--- src/logic/ashp_consts.vh ---
// Constants for the converter serial host port
`ifndef ASHP_CONSTS_VH
`define ASHP_CONSTS_VH
`define ASHP_CMD_BITS 6'h08
`define ASHP_CMD_READ_BIT 7
`define ASHP_CMD_ADDR_MSB 3
`define ASHP_ADDR_CTRL 4'h1
`define ASHP_ADDR_STATUS 4'h2
`define ASHP_ADDR_RESULT 4'h3
`define ASHP_CTRL_BITS 6'h08
`define ASHP_STATUS_BITS 6'h08
`define ASHP_RESULT_BITS 6'h18
`define ASHP_CTRL_RESET 8'h00
`define ASHP_RESULT_RESET 24'h000000
`define ASHP_STATUS_LOW_SUPPLY_POS 0
`define ASHP_BIT_CNT_MAX 6'h3f
`define ASHP_PIN_RESET 4'h1
`define ASHP_SYNC_WARMUP 2'h3
`endif

--- src/logic/ashp_port.v ---
// Serial host port of the panel-meter converter
`timescale 1ns/1ps
`include "ashp_consts.vh"
// Contract
// - Supply below threshold lights symbol and sets a sticky status flag.
// - End-of-conversion output goes low when a new result is stored.
// - Host holds select low per transfer; port answers only while selected.
// - Input bit captured on each serial clock rise while selected.
// - Port works with serial clock idling either high or low.
// - Output bit changes on each serial clock fall.
// - Serial output is high impedance while select is high.
// - Register contents shift out only after a read request.
module ashp_port #(
  parameter RESULT_WIDTH = 24
) (
  input wire CLK,
  input wire RST_B,
  input wire CS_B,
  input wire SCLK,
  input wire DIN,
  output reg DOUT,
  output reg DOUT_OE,
  output reg EOC_B,
  input wire LOW_SUPPLY_IN,
  output reg LOW_SUPPLY_SEG,
  input wire [RESULT_WIDTH-1:0] RESULT_DATA,
  input wire RESULT_LOAD,
  output reg [7:0] CTRL_OUT
);
  wire [3:0] pin_level;
  wire [3:0] pin_rise;
  wire [3:0] pin_fall;
  wire cs_b_s;
  wire sclk_rise;
  wire sclk_fall;
  wire din_s;
  wire low_supply_s;

  reg [5:0] bit_cnt;
  reg [7:0] cmd;
  reg [7:0] rx;
  reg [23:0] tx;
  reg reading;
  reg [3:0] read_addr;
  reg [23:0] result;
  reg low_supply_flag;
  reg [1:0] warm;
  reg [7:0] status_word;

  wire selected;
  wire link_ready;
  wire cmd_done;
  wire [7:0] cmd_next;
  wire [7:0] rx_next;
  wire cmd_is_read;
  wire [3:0] cmd_addr;
  wire ctrl_write;
  wire result_read_done;

  // Selects the word a read request will shift out, MSB first
  function [23:0] read_word;
    input [3:0] addr;
    input [7:0] ctrl;
    input [7:0] status;
    input [23:0] res;
    begin
      case (addr)
        `ASHP_ADDR_CTRL: read_word = {ctrl, 16'h0000};
        `ASHP_ADDR_STATUS: read_word = {status, 16'h0000};
        `ASHP_ADDR_RESULT: read_word = res;
        default: read_word = 24'h000000;
      endcase
    end
  endfunction

  // Decodes the serial clock rise that carries frame bit n
  function bit_edge;
    input [5:0] cnt;
    input [5:0] n;
    begin
      bit_edge = (cnt == n - 6'h01);
    end
  endfunction

  // Pins from outside this clock domain
  ashp_sync #(
    .WIDTH(4),
    .RESET_VAL(`ASHP_PIN_RESET)
  ) u_sync (
    .clk(CLK),
    .rst_b(RST_B),
    .async_in({LOW_SUPPLY_IN, DIN, SCLK, CS_B}),
    .level(pin_level),
    .rise(pin_rise),
    .fall(pin_fall)
  );

  assign cs_b_s = pin_level[0];
  assign link_ready = (warm == `ASHP_SYNC_WARMUP);
  assign sclk_rise = pin_rise[1] & link_ready;
  assign sclk_fall = pin_fall[1] & link_ready;
  assign din_s = pin_level[2];
  assign low_supply_s = pin_level[3];

  assign selected = ~cs_b_s;
  assign cmd_next = {cmd[6:0], din_s};
  assign rx_next = {rx[6:0], din_s};
  assign cmd_done = selected & sclk_rise & bit_edge(bit_cnt, `ASHP_CMD_BITS);
  assign cmd_is_read = cmd_next[`ASHP_CMD_READ_BIT];
  assign cmd_addr = cmd_next[`ASHP_CMD_ADDR_MSB:0];
  assign ctrl_write = selected & sclk_rise & ~reading & (read_addr == `ASHP_ADDR_CTRL) &
                      bit_edge(bit_cnt, `ASHP_CMD_BITS + `ASHP_CTRL_BITS);
  assign result_read_done = selected & sclk_rise & reading &
                            (read_addr == `ASHP_ADDR_RESULT) &
                            bit_edge(bit_cnt, `ASHP_CMD_BITS + `ASHP_RESULT_BITS);

  // Status word with the sticky flag at its field position
  always @* begin
    status_word = 8'h00;
    status_word[`ASHP_STATUS_LOW_SUPPLY_POS] = low_supply_flag;
  end

  // Warm-up: sync chain still holds reset values, not pin levels
  always @(posedge CLK or negedge RST_B) begin
    if (!RST_B) begin
      warm <= 2'h0;
    end else if (warm != `ASHP_SYNC_WARMUP) begin
      warm <= warm + 2'h1;
    end
  end

  // Frame bit counter and command capture
  always @(posedge CLK or negedge RST_B) begin
    if (!RST_B) begin
      bit_cnt <= 6'h00;
      cmd <= 8'h00;
      rx <= 8'h00;
      reading <= 1'b0;
      read_addr <= 4'h0;
    end else if (!selected) begin
      bit_cnt <= 6'h00;
      reading <= 1'b0;
      read_addr <= 4'h0;
    end else if (sclk_rise) begin
      if (bit_cnt != `ASHP_BIT_CNT_MAX) begin
        bit_cnt <= bit_cnt + 6'h01;
      end
      if (bit_cnt < `ASHP_CMD_BITS) begin
        cmd <= cmd_next;
      end else begin
        rx <= rx_next;
      end
      if (cmd_done) begin
        reading <= cmd_is_read;
        read_addr <= cmd_addr;
      end
    end
  end

  // Control register written by the host
  always @(posedge CLK or negedge RST_B) begin
    if (!RST_B) begin
      CTRL_OUT <= `ASHP_CTRL_RESET;
    end else if (ctrl_write) begin
      CTRL_OUT <= rx_next;
    end
  end

  // Transmit shifter, loaded at read command, advanced on falls
  always @(posedge CLK or negedge RST_B) begin
    if (!RST_B) begin
      tx <= 24'h000000;
      DOUT <= 1'b0;
      DOUT_OE <= 1'b0;
    end else begin
      DOUT_OE <= selected;
      if (!selected) begin
        tx <= 24'h000000;
        DOUT <= 1'b0;
      end else if (cmd_done) begin
        if (cmd_is_read) begin
          tx <= read_word(cmd_addr, CTRL_OUT, status_word, result);
        end else begin
          tx <= 24'h000000;
        end
      end else if (sclk_fall && reading) begin
        DOUT <= tx[23];
        tx <= {tx[22:0], 1'b0};
      end else if (sclk_fall) begin
        DOUT <= 1'b0;
      end
    end
  end

  // Result register and end-of-conversion flag
  always @(posedge CLK or negedge RST_B) begin
    if (!RST_B) begin
      result <= `ASHP_RESULT_RESET;
      EOC_B <= 1'b1;
    end else begin
      if (RESULT_LOAD) begin
        result <= RESULT_DATA[23:0];
      end
      if (RESULT_LOAD) begin
        EOC_B <= 1'b0;
      end else if (result_read_done) begin
        EOC_B <= 1'b1;
      end
    end
  end

  // Low-supply symbol and sticky flag; comparator output is active high
  always @(posedge CLK or negedge RST_B) begin
    if (!RST_B) begin
      low_supply_flag <= 1'b0;
      LOW_SUPPLY_SEG <= 1'b0;
    end else begin
      LOW_SUPPLY_SEG <= low_supply_s;
      if (low_supply_s) begin
        low_supply_flag <= 1'b1;
      end
    end
  end
endmodule // ashp_port

--- src/logic/ashp_sync.v ---
// Two-stage synchroniser with edge detection
`timescale 1ns/1ps
module ashp_sync #(
  parameter WIDTH = 1,
  parameter [WIDTH-1:0] RESET_VAL = {WIDTH{1'b0}}
) (
  input wire clk,
  input wire rst_b,
  input wire [WIDTH-1:0] async_in,
  output wire [WIDTH-1:0] level,
  output wire [WIDTH-1:0] rise,
  output wire [WIDTH-1:0] fall
);
  reg [WIDTH-1:0] meta;
  reg [WIDTH-1:0] sync;
  reg [WIDTH-1:0] last;

  always @(posedge clk or negedge rst_b) begin
    if (!rst_b) begin
      meta <= RESET_VAL;
      sync <= RESET_VAL;
      last <= RESET_VAL;
    end else begin
      meta <= async_in;
      sync <= meta;
      last <= sync;
    end
  end

  assign level = sync;
  assign rise = sync & ~last;
  assign fall = ~sync & last;
endmodule // ashp_sync

--- config.mk ---
export PLATFORM = sky130hd
export DESIGN_NAME = ashp_port
export DESIGN_NICKNAME = d
export VERILOG_FILES = /design/src/logic/ashp_port.v /design/src/logic/ashp_sync.v
export VERILOG_INCLUDE_DIRS = /design/src /design/src/logic
export SDC_FILE = /design/constraint.sdc
export NUM_CORES = 1
export LEC_CHECK = 0
export BUFFER_PORTS_ARGS = -buffer_cell sky130_fd_sc_hd__buf_2
export CAP_MARGIN = 20
export CORE_MARGIN = 5
export CORE_UTILIZATION = 50
export CTS_BUF_LIST = sky130_fd_sc_hd__clkbuf_4 sky130_fd_sc_hd__clkbuf_8 sky130_fd_sc_hd__clkbuf_16
export CTS_CLUSTER_SIZE = 8
export DETAILED_ROUTE_END_ITERATION = 7
export PLACE_DENSITY_LB_ADDON = 0.08
export RECOVER_POWER = 50
export SLEW_MARGIN = 10
export SYNTH_ARGS = -nofsm -noshare
export SYNTH_HDL_FRONTEND = slang
export SYNTH_SLANG_ARGS = --single-unit
--- constraint.sdc ---
create_clock -name CLK -period 2.45 [get_ports CLK]
set_input_delay 0.245 -clock CLK [delete_from_list [all_inputs] [get_ports CLK]]
set_output_delay 0.245 -clock CLK [all_outputs]
set_load 0.005 [all_outputs]
-- Yosys cells after proc, flatten, opt, wreduce, memory -nomap -nowiden
Index checks and enable logic that the tools add are counted.
- $add $sub $neg: 2
- $lt $le $gt $ge: 1
- equal/unequal tests: 12
- muxes and demuxes: 20
- bitwise logic cells: 17
- reductions and logical operators: 12
- operators by type and width (kind ; count):
    $mux 24 ; 4
    $pmux 24 s3 ; 1
    $mux 6 ; 3
    $eq 4x2->1 const B ; 3
    $mux 4 ; 3
    $and 1x1->1 ; 10
    $mux 1 ; 9
    $eq 4x1->1 const B ; 2
    $reduce_bool 2->1 ; 4
    $add 6x1->6 const B ; 1
    $eq 6x3->1 const B ; 1
    $eq 6x4->1 const B ; 1
    $eq 6x5->1 const B ; 1
    $lt 6x4->1 const B ; 1
    $ne 6x6->1 const B ; 1
    $reduce_and 2->1 ; 3
    $reduce_and 3->1 ; 2
    $reduce_bool 3->1 ; 2
    $and 2x2->2 ; 2
    $not 2->2 ; 2
    $not 1->1 ; 3
    $add 2x1->2 const B ; 1
    $eq 2x2->1 const B ; 1
    $ne 2x1->1 const B ; 1
    other kinds (2) ; 2
- register bits after elaboration: 98
- output and inout port bits: 12
- logic and storage cells: 81

-- Longest topological paths before layout
Gate-level depths: netlist (run 1).
- word-level depth: 9
- gate-level depth with buffers: 7
- gate-level depth less buffers: 5

-- By module
From an unflattened synthesis (run 1), not the netlist that was laid out.
- cells, all modules: 307
- area total of the unflattened synthesis: 4179.0 um2
- modules (own cells, without submodules) (module ; instances ; cells each ; area an instance (um2) ; seq. area each (um2)):
    ashp_port ; 1 ; 287 ; 3804.9 ; 2203.4
    ashp_sync ; 1 ; 20 ; 374.1 ; 304.0

-- Worst setup path after synthesis (run 1)
Ideal clock, no wire load.
- path kind: flip-flop to flip-flop
- from: register warm[0]
- to: register tx[10]
- library setup time: 0.083 ns
- arrival time: 1.751 ns
- required time: 2.367 ns
- slack: 0.616 ns
- stages on the path, launching flop included: 7
- cell sequence: dfrtp_1 > ha_1 > and4b_1 > a311oi_2 > clkbuf_1 > a22oi_1 > o21ai_0
- word-level cells in the longest chain between the ends: 6
- ends and longest elaborated chain (element ; RTL line ; source):
    from (decl) ; ashp_port.v:47 ; reg [1:0] warm;
    from (signal assigned) ; ashp_port.v:128 ; warm <= warm + 2'h1;
    $eq 2x2->1 (no line) (*) ; -- ;
    $and 1x1->1 ; ashp_port.v:100 ; assign sclk_rise = pin_rise[1] & link_ready;
    $and 1x1->1 (2 in a row) ; ashp_port.v:108 ; assign cmd_done = selected & sclk_rise & bit_edge(bit_cnt, `ASHP_CMD_BITS);
    $mux 24 ; ashp_port.v:180 ; end else if (cmd_done) begin
    $mux 24 ; ashp_port.v:177 ; if (!selected) begin
    to (signal assigned) ; ashp_port.v:182 ; tx <= read_word(cmd_addr, CTRL_OUT, status_word, result);
    to (signal assigned) ; ashp_port.v:188 ; tx <= {tx[22:0], 1'b0};
    to (decl) ; ashp_port.v:42 ; reg [23:0] tx;
Every way passes the cells marked *; elsewhere a longest branch is shown, timed or not.
A chain may end at the register's enable or synchronous reset.

-- Worst setup path in the final report (run 1)
- from: register warm[0]
- to: register tx[11]
The elaborated chain is that of the path after synthesis.

==> results of run 1 <==
sequential cells by signal (all words and copies together) (netlist names), 2 cells and up:
signal        flops
CTRL_OUT          8
bit_cnt           6
cmd               7
read_addr         4
result           24
rx                7
tx               24
u_sync.level      4
u_sync.meta       4
warm              2
area by class of cell:
class / instances / area [um^2]
clock buffer: 12 / 158.9
clock inverter: 4 / 76.32
fill: 667 / 3168
inverter: 17 / 63.81
multi-input combinational: 189 / 1393
sequential: 97 / 2431
tap: 102 / 127.6
timing repair buffer: 52 / 309.0
cells in the mapped netlist, drive strengths merged (2+ instances only):
cell type | instances | share of area
dfrtp | 94 | 0.59
o21ai | 36 | 0.046
nand2 | 33 | 0.032
mux2 | 31 | 0.088
inv | 17 | 0.016
a22oi | 16 | 0.030
mux2i | 11 | 0.028
clkbuf | 9 | 0.0089
nor2 | 9 | 0.0085
nor3b | 9 | 0.017
a221o | 7 | 0.018
buf | 6 | 0.0085
a21oi | 3 | 0.0038
a311oi | 3 | 0.0082
and2 | 3 | 0.0047
dfstp | 3 | 0.020
nand3 | 3 | 0.0038
xnor2 | 3 | 0.0066
a31oi | 2 | 0.0032
ha | 2 | 0.0063
nand3b | 2 | 0.0070
nor3 | 2 | 0.0025
nor4 | 2 | 0.011
nor4b | 2 | 0.0044
what timing repair did:
| action | CTS | global route |
|---|---|---|
| endpoints found under the hold margin | 38 | 0 |
| endpoints found under the setup margin | 0 | 0 |
| hold buffers | 5 | 0 |
power by group through the flow:
stage / combinational [mW] / sequential (mW) / clock [mW]
2_1_floorplan: 0.153 / 1.77 / 0
3_3_place_gp: 0.222 / 1.80 / 0
3_5_place_dp: 0.226 / 1.81 / 0
4_1_cts: 0.232 / 1.78 / 1.20
5_1_grt: 0.257 / 1.79 / 1.27
6_report: 0.227 / 1.77 / 1.18
worst reg2reg max path, stage by stage (launching register included):
cell	delay, ns
dfrtp_1	0.37
ha_1	0.31
nand3b_4	0.18
nor4_4	0.31
nand4_2	0.37
o21ai_0	0.31
metal layers:
layer,vias to the layer above,wire [um],global-route usage
li1,1225,-,-
met1,1247,3499,0.2198
met2,49,3450,0.2515
met3,8,317,0.03326
met4,0,93,0.05357
met5,-,0,0
placed cells by master (no fill, tap or decap), drive strengths merged, types with 5 or more instances in the layout:
master / n
a221o: 7
a22oi: 16
buf: 45
clkbuf: 14
dfrtp: 94
dlygate4sd3: 5
inv: 17
mux2: 31
mux2i: 11
nand2: 33
nor2: 9
nor3b: 9
o21ai: 36
kinds of logic (layout without fill, tap and decap cells):
logic type | count (synthesis) | after routing | synth area share
AOI/OAI and AO/OA | 70 | 70 | 0.1148
xor gates and xnor gates | 3 | 3 | 0.006643
adders and majority gates | 2 | 2 | 0.006324
buffers and inverters | 32 | 85 | 0.03352
DFF | 97 | 97 | 0.6145
muxes | 42 | 42 | 0.1161
and+or+nand+nor | 72 | 72 | 0.1082
how the worst min path moves through the flow:
stage	start	to	slack, ns	cells past startpoint
4_1_cts	RESULT_DATA[0]	result[0]	0.08	3
3_5_place_dp	RST_B	DOUT	0.24	1
5_1_grt	RESULT_DATA[4]	result[4]	0.08	3
3_3_place_gp	RST_B	DOUT	0.23	1
2_1_floorplan	RST_B	CTRL_OUT[0]	-0.05	0
6_report	RESULT_DATA[4]	result[4]	0.09	3
through the flow:
stage | setup slack (ns) | area [um^2] | power (mW) | utilization
detailed placement | 0.4600 | 4278 | 2.033 | 0.5536
CTS | 0.4465 | 4563 | 3.210 | 0.5905
global placement | 0.5346 | 4278 | 2.025 | 0.5536
global route | 0.2714 | 4559 | 3.320 | 0.5900
floorplan | 0.6159 | 3956 | 1.918 | -
finish | 0.5015 | 4559 | 3.179 | 0.5900
==> key figures, run 1 <==
Die
  – Die Y-Extent: 98.95 um
  – Core Box Area: 7727 um^2
  – IO Pins: 43
  – Initial core utilization: 0.5120
  – Die X: 98.95 um
  – Die area: 9791 um^2
  – Cell Rows: 32

Critical path
  – Crit path capture type: register
  – WP data required: 2.71 ns
  – Crit-path slowest cell: dfrtp_1
  – Delay-heaviest family, CP: simple AND/OR/NAND/NOR gates
  – Reg2reg end: tx[11]
  – Critical path arrival: 2.20 ns
  – R2r setup slk: 0.50 ns
  – Crit path from: warm[0]
  – Crit path largest cell delay: 0.37 ns
  – Depth of the most critical reg-to-reg path: 5
  – CP Class: register to register
  – Worst r2r src: warm[0]
  – Critical Path Source Type: register
  – CP max FO: 16
  – Worst setup path endpoint: tx[11]
  – Crit path depth: 5
  – CP Buf/Inv Count: 0
  – CP Cell Sequence: ha_1 -> nand3b_4 -> nor4_4 -> nand4_2 -> o21ai_0

Place
  – Gp weighted congestion: 0.8109
  – IO buf count: 42
  – Post-detail-place hpwl: 4998 um
  – Post-Place Cells: 452

CTS
  – Clock latency on the worst-skew pair: 0.35 ns
  – Clock Tree Root: clkbuf_8
  – Post-CTS setup buffers: 0
  – TritonCTS clock tree: yes
  – Maximum clock path buffer count: 2
  – Inserted Clock Buffers: 9
  – # clock sinks: 97
  – H-tree depth: 3
  – Clock transition at path regs: 0.10 ns
  – Post-CTS Resized: 0

Power and ir drop
  – Combinational Power Share: 0.071
  – Reg power frac: 0.558
  – Net Switching: 0.7237 mW
  – VDD IR max: 0.0004420 V
  – P_int: 2.455 mW
  – Sw frac: 0.2277
  – Clock share of power: 0.371
  – Pwr dens: 697.2 nW/um^2
  – Leak: 2.155 nW

Timing
  – Final setup TNS: 0 ns
  – Worst Skew: 0.01379 ns
  – RSZ-0062 raised after global routing: false
  – Final worst-path cycle share: 0.7953
  – Slew @ Worst Pin: 1.626 ns
  – Max-slew violation count: 42
  – Hold Violations, Final: 0
  – Final min period: 1.948 ns
  – Relative slew slack: -0.08368
  – Fmax: 513.2 MHz
  – Hold_ws: 0.08904 ns
  – Setup violators final: 0

Logic synthesis
  – Cell variety after synth: 41
  – Post-Syn Instances: 318
  – Main flop type after synthesis: dfrtp_1
  – Seq/Total Area, Yosys: 0.6145
  – Synth Net Count: 351
  – Post-Syn Area per Cell: 12.44 um^2
  – Post-synth EDFFs: 0
  – Synth async-reset ratio: 1.000
  – Synthesized area: 3956 um^2
  – Yosys warns: 0
  – Synthesized flop and latch total: 97

Cells and area
  – Area grow syn2layout: 15.24%
  – Ratio of cells with drive above 1 in the final layout: 0.2830
  – Final #Nets: 399
  – Non-filler cells in the finished layout: 473
  – Antenna diodes: 0

Global route
  – First-pass GRT wire length: 12,680 um
  – Grt ovf: 0
  – Largest net degree at the start of global routing: 43
  – Vias in the first global route: 2,580
  – Antenna violations before repair: 0
  – Gr usage total: 0.1593

Route
  – Drc violations: 0
  – Via density per instance: 5.347
  – Vias: 2,529
  – DR WL/cell: 15.56 um
  – Routed wire length: 7361 um
  – Total iterations of the first detailed-routing run: 4
  – ANT nets after route: 0
  – Drt initial violations: 102

Outcome
  – Outcome: finished with violations
  – Failing checks: capacitance limit, slew limit

Worst hold path
  – HP Class: input port to register

Job
  – Max-Cap Viols: 1
Note: power is estimated with default switching activity, not from simulation.
==> run 2: changes to the inputs <==
==> constraint.sdc (replaced) <==
create_clock -name CLK -period 1.8 [get_ports CLK]
set_input_delay 0.18 -clock CLK [delete_from_list [all_inputs] [get_ports CLK]]
set_output_delay 0.18 -clock CLK [all_outputs]
set_load 0.005 [all_outputs]
==> key figures, run 2 (synthesis results as in run 1) <==
Critical path
  – Crit path capture type: register
  – Crit path from: bit_cnt[5]
  – CP max FO: 8 (-8)
  – CP Class: register to register
  – Critical Path Source Type: register
  – Crit-path slowest cell: or4b_4
  – Critical path arrival: 2.00 ns (-0.20 ns)
  – Reg2reg end: CTRL_OUT[1]
  – Delay-heaviest family, CP: simple AND/OR/NAND/NOR gates
  – Worst setup path endpoint: CTRL_OUT[1]
  – Depth of the most critical reg-to-reg path: 4 (-1)
  – WP data required: 2.04 ns (-0.67 ns)
  – CP Buf/Inv Count: 0 (unchanged)
  – R2r setup slk: 0.04 ns (-0.46 ns)
  – Crit path largest cell delay: 0.55 ns (+0.18 ns)
  – Crit path depth: 4 (-1)
  – Worst r2r src: bit_cnt[5]
  – CP Cell Sequence: or4b_4 -> nor4_4 -> nand2_4 -> mux2_4

Global route
  – Gr usage total: 0.1650 (+0.005754)
  – First-pass GRT wire length: 13,140 um (+3.6%)
  – Vias in the first global route: 2,704 (+4.8%)
  – Grt ovf: 0 (unchanged)
  – Largest net degree at the start of global routing: 35 (-19%)
  – Antenna violations before repair: 0 (unchanged)

Outcome
  – Outcome: finished, final reports clean

Cells and area
  – Antenna diodes: 0 (unchanged)
  – Non-filler cells in the finished layout: 488 (+3.2%)
  – Most frequent cells in the layout: dfrtp_1 (93), buf_2 (40), nand2_1 (32)
  – Layout fillers: 668 (+0.15%)
  – Commonest non-fill, non-tap cell in the layout: dfrtp_1
  – Area grow syn2layout: 20.18%
  – Final #Nets: 414 (+3.8%)
  – Ratio of cells with drive above 1 in the final layout: 0.3523 (+0.06931)
  – Top flop regs: result x24, tx x24, CTRL_OUT x8

Place
  – Setup WS pre-CTS: 0.03457 ns (-0.4254 ns)
  – IO buf count: 42 (unchanged)
  – Gp weighted congestion: 0.7484 (-7.7%)
  – Post-detail-place hpwl: 5122 um (+2.5%)
  – Post-Place Cells: 464 (+2.7%)

Timing
  – Final worst-path cycle share: 0.9777 (+0.1824)
  – RSZ-0062 raised after global routing: true
  – Worst Skew: 0.01639 ns (+0.002597 ns)
  – Hold_ws: 0.02652 ns (-0.06252 ns)
  – Setup violators final: 0 (unchanged)
  – Final min period: 1.760 ns (-0.1886 ns)
  – Hold Violations, Final: 0 (unchanged)
  – Relative slew slack: 0.1975 (+0.2812)
  – Slew @ Worst Pin: 1.204 ns (-0.4217 ns)
  – Max-slew violation count: 0 (-100%)
  – Fmax: 568.2 MHz (+11%)
  – Post-route setup slack: 0.04012 ns (-0.4614 ns)

Route
  – Drc violations: 0 (unchanged)
  – Via density per instance: 5.260 (-1.6%)
  – Drt initial violations: 105 (+2.9%)
  – DR WL/cell: 15.32 um (-1.5%)
  – Routed wire length: 7478 um (+1.6%)
  – Vias: 2,567 (+1.5%)
  – ANT nets after route: 0 (unchanged)
  – Total iterations of the first detailed-routing run: 4 (unchanged)

CTS
  – H-tree depth: 3 (unchanged)
  – Clock latency on the worst-skew pair: 0.35 ns (about the same)
  – Clock Tree Root: clkbuf_8
  – # clock sinks: 97 (unchanged)
  – TritonCTS clock tree: yes
  – Clock transition at path regs: 0.10 ns (about the same)
  – Inserted Clock Buffers: 9 (unchanged)
  – Maximum clock path buffer count: 2 (unchanged)

Die
  – Die Y-Extent: 98.95 um (unchanged)
  – Initial core utilization: 0.5120 (unchanged)
  – Die X: 98.95 um (unchanged)
  – Cell Rows: 32 (unchanged)
  – Core Box Area: 7727 um^2 (unchanged)
  – Die area: 9791 um^2 (unchanged)
  – IO Pins: 43 (unchanged)

Power and ir drop
  – Leak: 2.255 nW (+4.6%)
  – Pwr dens: 876.2 nW/um^2 (+26%)
  – VDD IR max: 0.0004577 V (+3.5%)
  – Total Power: 4.166 mW (+31%)

Job
  – Max-Cap Viols: 0 (-1)

Worst hold path
  – HP Class: input port to register
  – Hold_sp: RESULT_DATA[13]
[run 2: how the worst min path moves through the flow]
stage               cells past startpoint  slack, ns        endpoint
floorplan                               0      -0.12     CTRL_OUT[0]
global placement                        1       0.16  u_sync.last[1]
detailed placement                      1       0.16       result[9]
CTS                                     3       0.01       result[0]
global route                            3       0.01      result[14]
finish                                  3       0.03      result[13]
[run 2: cell type report]
cell class              count  area (um^2)  area share
flip-flops and latches     97         2432      0.5116
multi-input cells         189         1469      0.3089
repair buffers             67        459.2     0.09658
clock buffers              11        138.9     0.02921
well taps                 102        127.6     0.02684
clock inverters             5        63.81     0.01342
inverters                  17        63.81     0.01342
[run 2: metrics by stage]
stage	area, um^2	util	TNS, ns
6_report	4755	0.6153	0
3_3_place_gp	4418	0.5717	0
5_1_grt	4755	0.6153	-0.1535
4_1_cts	4673	0.6048	0
3_5_place_dp	4418	0.5717	0
2_1_floorplan	3958	-	0
[run 2: what timing repair did]
action | CTS | global route
buffers inserted | 0 | 3
gates cloned | 0 | 0
pin swaps | 0 | 1
hold endpoints to repair | 35 | 0
hold buffers | 5 | 0
setup endpoints to repair | 1 | 26
resized for setup | 1 | 33
[run 2: metal layers]
metal  GRT usage  up-vias  part of all wire
met1      0.2380     1264              0.49
met3     0.03609       10             0.038
li1            -     1252                 -
met2      0.2448       41              0.46
met4     0.06197        0             0.014
met5           0        -                 0
[run 2: report_power, final]
part	switching, mW	total, mW	internal, mW
combinational	0.161	0.329	0.169
clock	0.744	1.43	0.685
sequential	0.103	2.41	2.31
[run 2: tightest hold or removal path, cell delays in order]
cell and delay (ns):
buf_2 0.07, nand2_1 0.04, o21ai_0 0.05
==> run 3: changes to the inputs <==
==> constraint.sdc (replaced) <==
create_clock -name CLK -period 2.25 [get_ports CLK]
set_input_delay 0.225 -clock CLK [delete_from_list [all_inputs] [get_ports CLK]]
set_output_delay 0.225 -clock CLK [all_outputs]
set_load 0.005 [all_outputs]
==> key figures, run 3 (synthesis results as in run 1) <==
Outcome
  – Outcome: finished with violations
  – Failing checks: capacitance limit, slew limit

Global route
  – Largest net degree at the start of global routing: 43 (+23%)
  – First-pass GRT wire length: 12,670 um (-3.6%)
  – Antenna violations before repair: 0 (unchanged)
  – Vias in the first global route: 2,582 (-4.5%)
  – Gr usage total: 0.1615 (-0.003511)
  – Grt ovf: 0 (unchanged)
  – Met3 usage: 0.04529 (+0.009200)
  – GR Util met2: 0.2417 (-0.003099)
  – Gr busiest metal: met2
  – M1 GR Usage: 0.2335 (-0.004466)

Die
  – IO Pins: 43 (unchanged)
  – Die Y-Extent: 98.95 um (unchanged)
  – Die X: 98.95 um (unchanged)
  – Initial core utilization: 0.5120 (unchanged)
  – Core Box Area: 7727 um^2 (unchanged)
  – Cell Rows: 32 (unchanged)
  – Die area: 9791 um^2 (unchanged)

Critical path
  – R2r setup slk: 0.23 ns (+0.19 ns)
  – WP data required: 2.51 ns (+0.47 ns)
  – Depth of the most critical reg-to-reg path: 5 (+1)
  – Crit path capture type: register
  – Reg2reg end: tx[14]
  – Worst r2r src: warm[0]
  – CP Cell Sequence: ha_1 -> nand3b_4 -> nor4_4 -> nand4_2 -> o21ai_0
  – Critical Path Source Type: register
  – CP Class: register to register
  – Critical path arrival: 2.28 ns (+0.28 ns)
  – Crit path largest cell delay: 0.39 ns (-0.16 ns)
  – CP max FO: 16 (+8)
  – Crit-path slowest cell: nand4_2

Timing
  – RSZ-0062 raised after global routing: false
  – Final min period: 2.024 ns (+0.2646 ns)
  – Fmax: 494.0 MHz (-13%)
  – Slew @ Worst Pin: 1.556 ns (+0.3523 ns)
  – Max-slew violation count: 42 (+42)
  – Setup violators final: 0 (unchanged)
  – Relative slew slack: -0.03741 (-0.2349)
  – Final worst-path cycle share: 0.8998 (-0.07795)
  – Final setup TNS: 0 ns (unchanged)
  – Hold Violations, Final: 0 (unchanged)
  – Worst Skew: 0.009259 ns (-0.007130 ns)

CTS
  – TritonCTS clock tree: yes
  – Clock latency on the worst-skew pair: 0.35 ns (about the same)
  – Clock transition at path regs: 0.09 ns (about the same)
  – Inserted Clock Buffers: 9 (unchanged)
  – Clock Tree Root: clkbuf_8
  – Maximum clock path buffer count: 2 (unchanged)
  – H-tree depth: 3 (unchanged)
  – # clock sinks: 97 (unchanged)

Worst hold path
  – HP Class: input port to register
  – WHS Path Cells: 3 (unchanged)
  – Hold_sp: RESULT_DATA[14]
  – Hold Path Sink: result[14]

Power and ir drop
  – VDD IR max: 0.0004078 V (-11%)
  – Leak: 2.119 nW (-6.0%)
  – Pwr dens: 714.3 nW/um^2 (-18%)

Place
  – Placed Instance Area: 4270 um^2 (-3.3%)
  – Post-detail-place hpwl: 4959 um (-3.2%)
  – Gp weighted congestion: 0.8000 (+6.9%)
  – IO buf count: 42 (unchanged)

Cells and area
  – Area grow syn2layout: 13.41%
  – Most frequent cells in the layout: dfrtp_1 (94), buf_2 (40), o21ai_0 (33)
  – Top flop regs: result x24, tx x24, CTRL_OUT x8
  – Design Area, Final: 4487 um^2 (-5.6%)
  – Antenna diodes: 0 (unchanged)
  – Layout fillers: 663 (-0.75%)
  – Final #Nets: 398 (-3.9%)
  – Commonest non-fill, non-tap cell in the layout: dfrtp_1
  – Ratio of cells with drive above 1 in the final layout: 0.2838 (-0.06855)

Job
  – Max-Cap Viols: 1 (+1)

Route
  – Drt initial violations: 123 (+17%)
  – Vias: 2,486 (-3.2%)
  – Via density per instance: 5.267 (+0.13%)
  – Total iterations of the first detailed-routing run: 4 (unchanged)
  – DR WL/cell: 15.37 um (+0.28%)
  – ANT nets after route: 0 (unchanged)
  – Routed wire length: 7253 um (-3.0%)
  – Drc violations: 0 (unchanged)
==> run 3: changes by cell type in the layout (fill, tap and decap cells not counted), moves of 4 or more <==
cell | before | now
buf_12 | 4 | 0
o21ai_0 | 19 | 33
nor3b_2 | 7 | 0
buf_4 | 13 | 3
o21ai_2 | 8 | 0
o21ai_1 | 9 | 3
nor3b_1 | 2 | 9
==> run 3: where the power goes <==
group          switching (mW)  total (mW)  internal (mW)  leakage, nW
logic                   0.119       0.244          0.125        0.780
registers              0.0798        1.92           1.84         1.25
clock network           0.580        1.04          0.458       0.0894
total                   0.778        3.20           2.43         2.12
==> run 3: cell type report <==
type	count	area, um^2	share of cell area
sequential	97	2431	0.5418
multi-input combinational	189	1394	0.3107
clock buffer	12	152.6	0.03402
clock inverter	4	28.78	0.006414
inverter	17	63.81	0.01422
tap	102	127.6	0.02844
timing repair buffer	51	289.0	0.06442
==> run 3: timing repair <==
item                                   4_1_cts  5_1_grt
setup endpoints to repair                    0        4
endpoints found under the hold margin       42        0
gates resized for setup                      0        1
buffers inserted                             0        0
hold buffers                                 5        0
==> run 3: routing by layer <==
layer | part of all wire | routed length (um) | up-vias
met3 | 0.042 | 307 | 8
met1 | 0.49 | 3551 | 1227
met5 | 0 | 0 | -
li1 | - | - | 1213
met2 | 0.46 | 3313 | 38
met4 | 0.011 | 80 | 0
==> run 3: through the flow <==
step	std cells	hold slack [ns]	setup slack, ns	power [mW]	utilization
after floorplan	318	-0.07059	0.4159	2.089	-
after global placement	451	0.2525	0.3370	2.199	0.5526
after detailed placement	451	0.2533	0.2136	2.208	0.5526
after CTS	472	0.05475	0.2064	3.245	0.5826
after global routing	472	0.06115	0.04745	3.371	0.5806
final	472	0.07131	0.2255	3.205	0.5806
==> run 3: worst max-delay path by stage <==
| stage | to | slack [ns] | startpoint |
|---|---|---|---|
| after floorplan | tx[10] | 0.42 | warm[0] |
| after global placement | tx[2] | 0.34 | warm[0] |
| after detailed placement | tx[14] | 0.21 | warm[0] |
| after CTS | tx[14] | 0.21 | warm[0] |
| after global routing | tx[1] | 0.05 | warm[0] |
| final | tx[14] | 0.23 | warm[0] |
==> run 3: worst max-delay path: cells and delay by family (launching register included) <==
| kind | cells | cell delay (ns) |
|---|---|---|
| AOI/OAI and AO/OA | 1 | 0.33 |
| adders and majority gates | 1 | 0.33 |
| DFF | 1 | 0.37 |
| and+or+nand+nor | 3 | 0.90 |
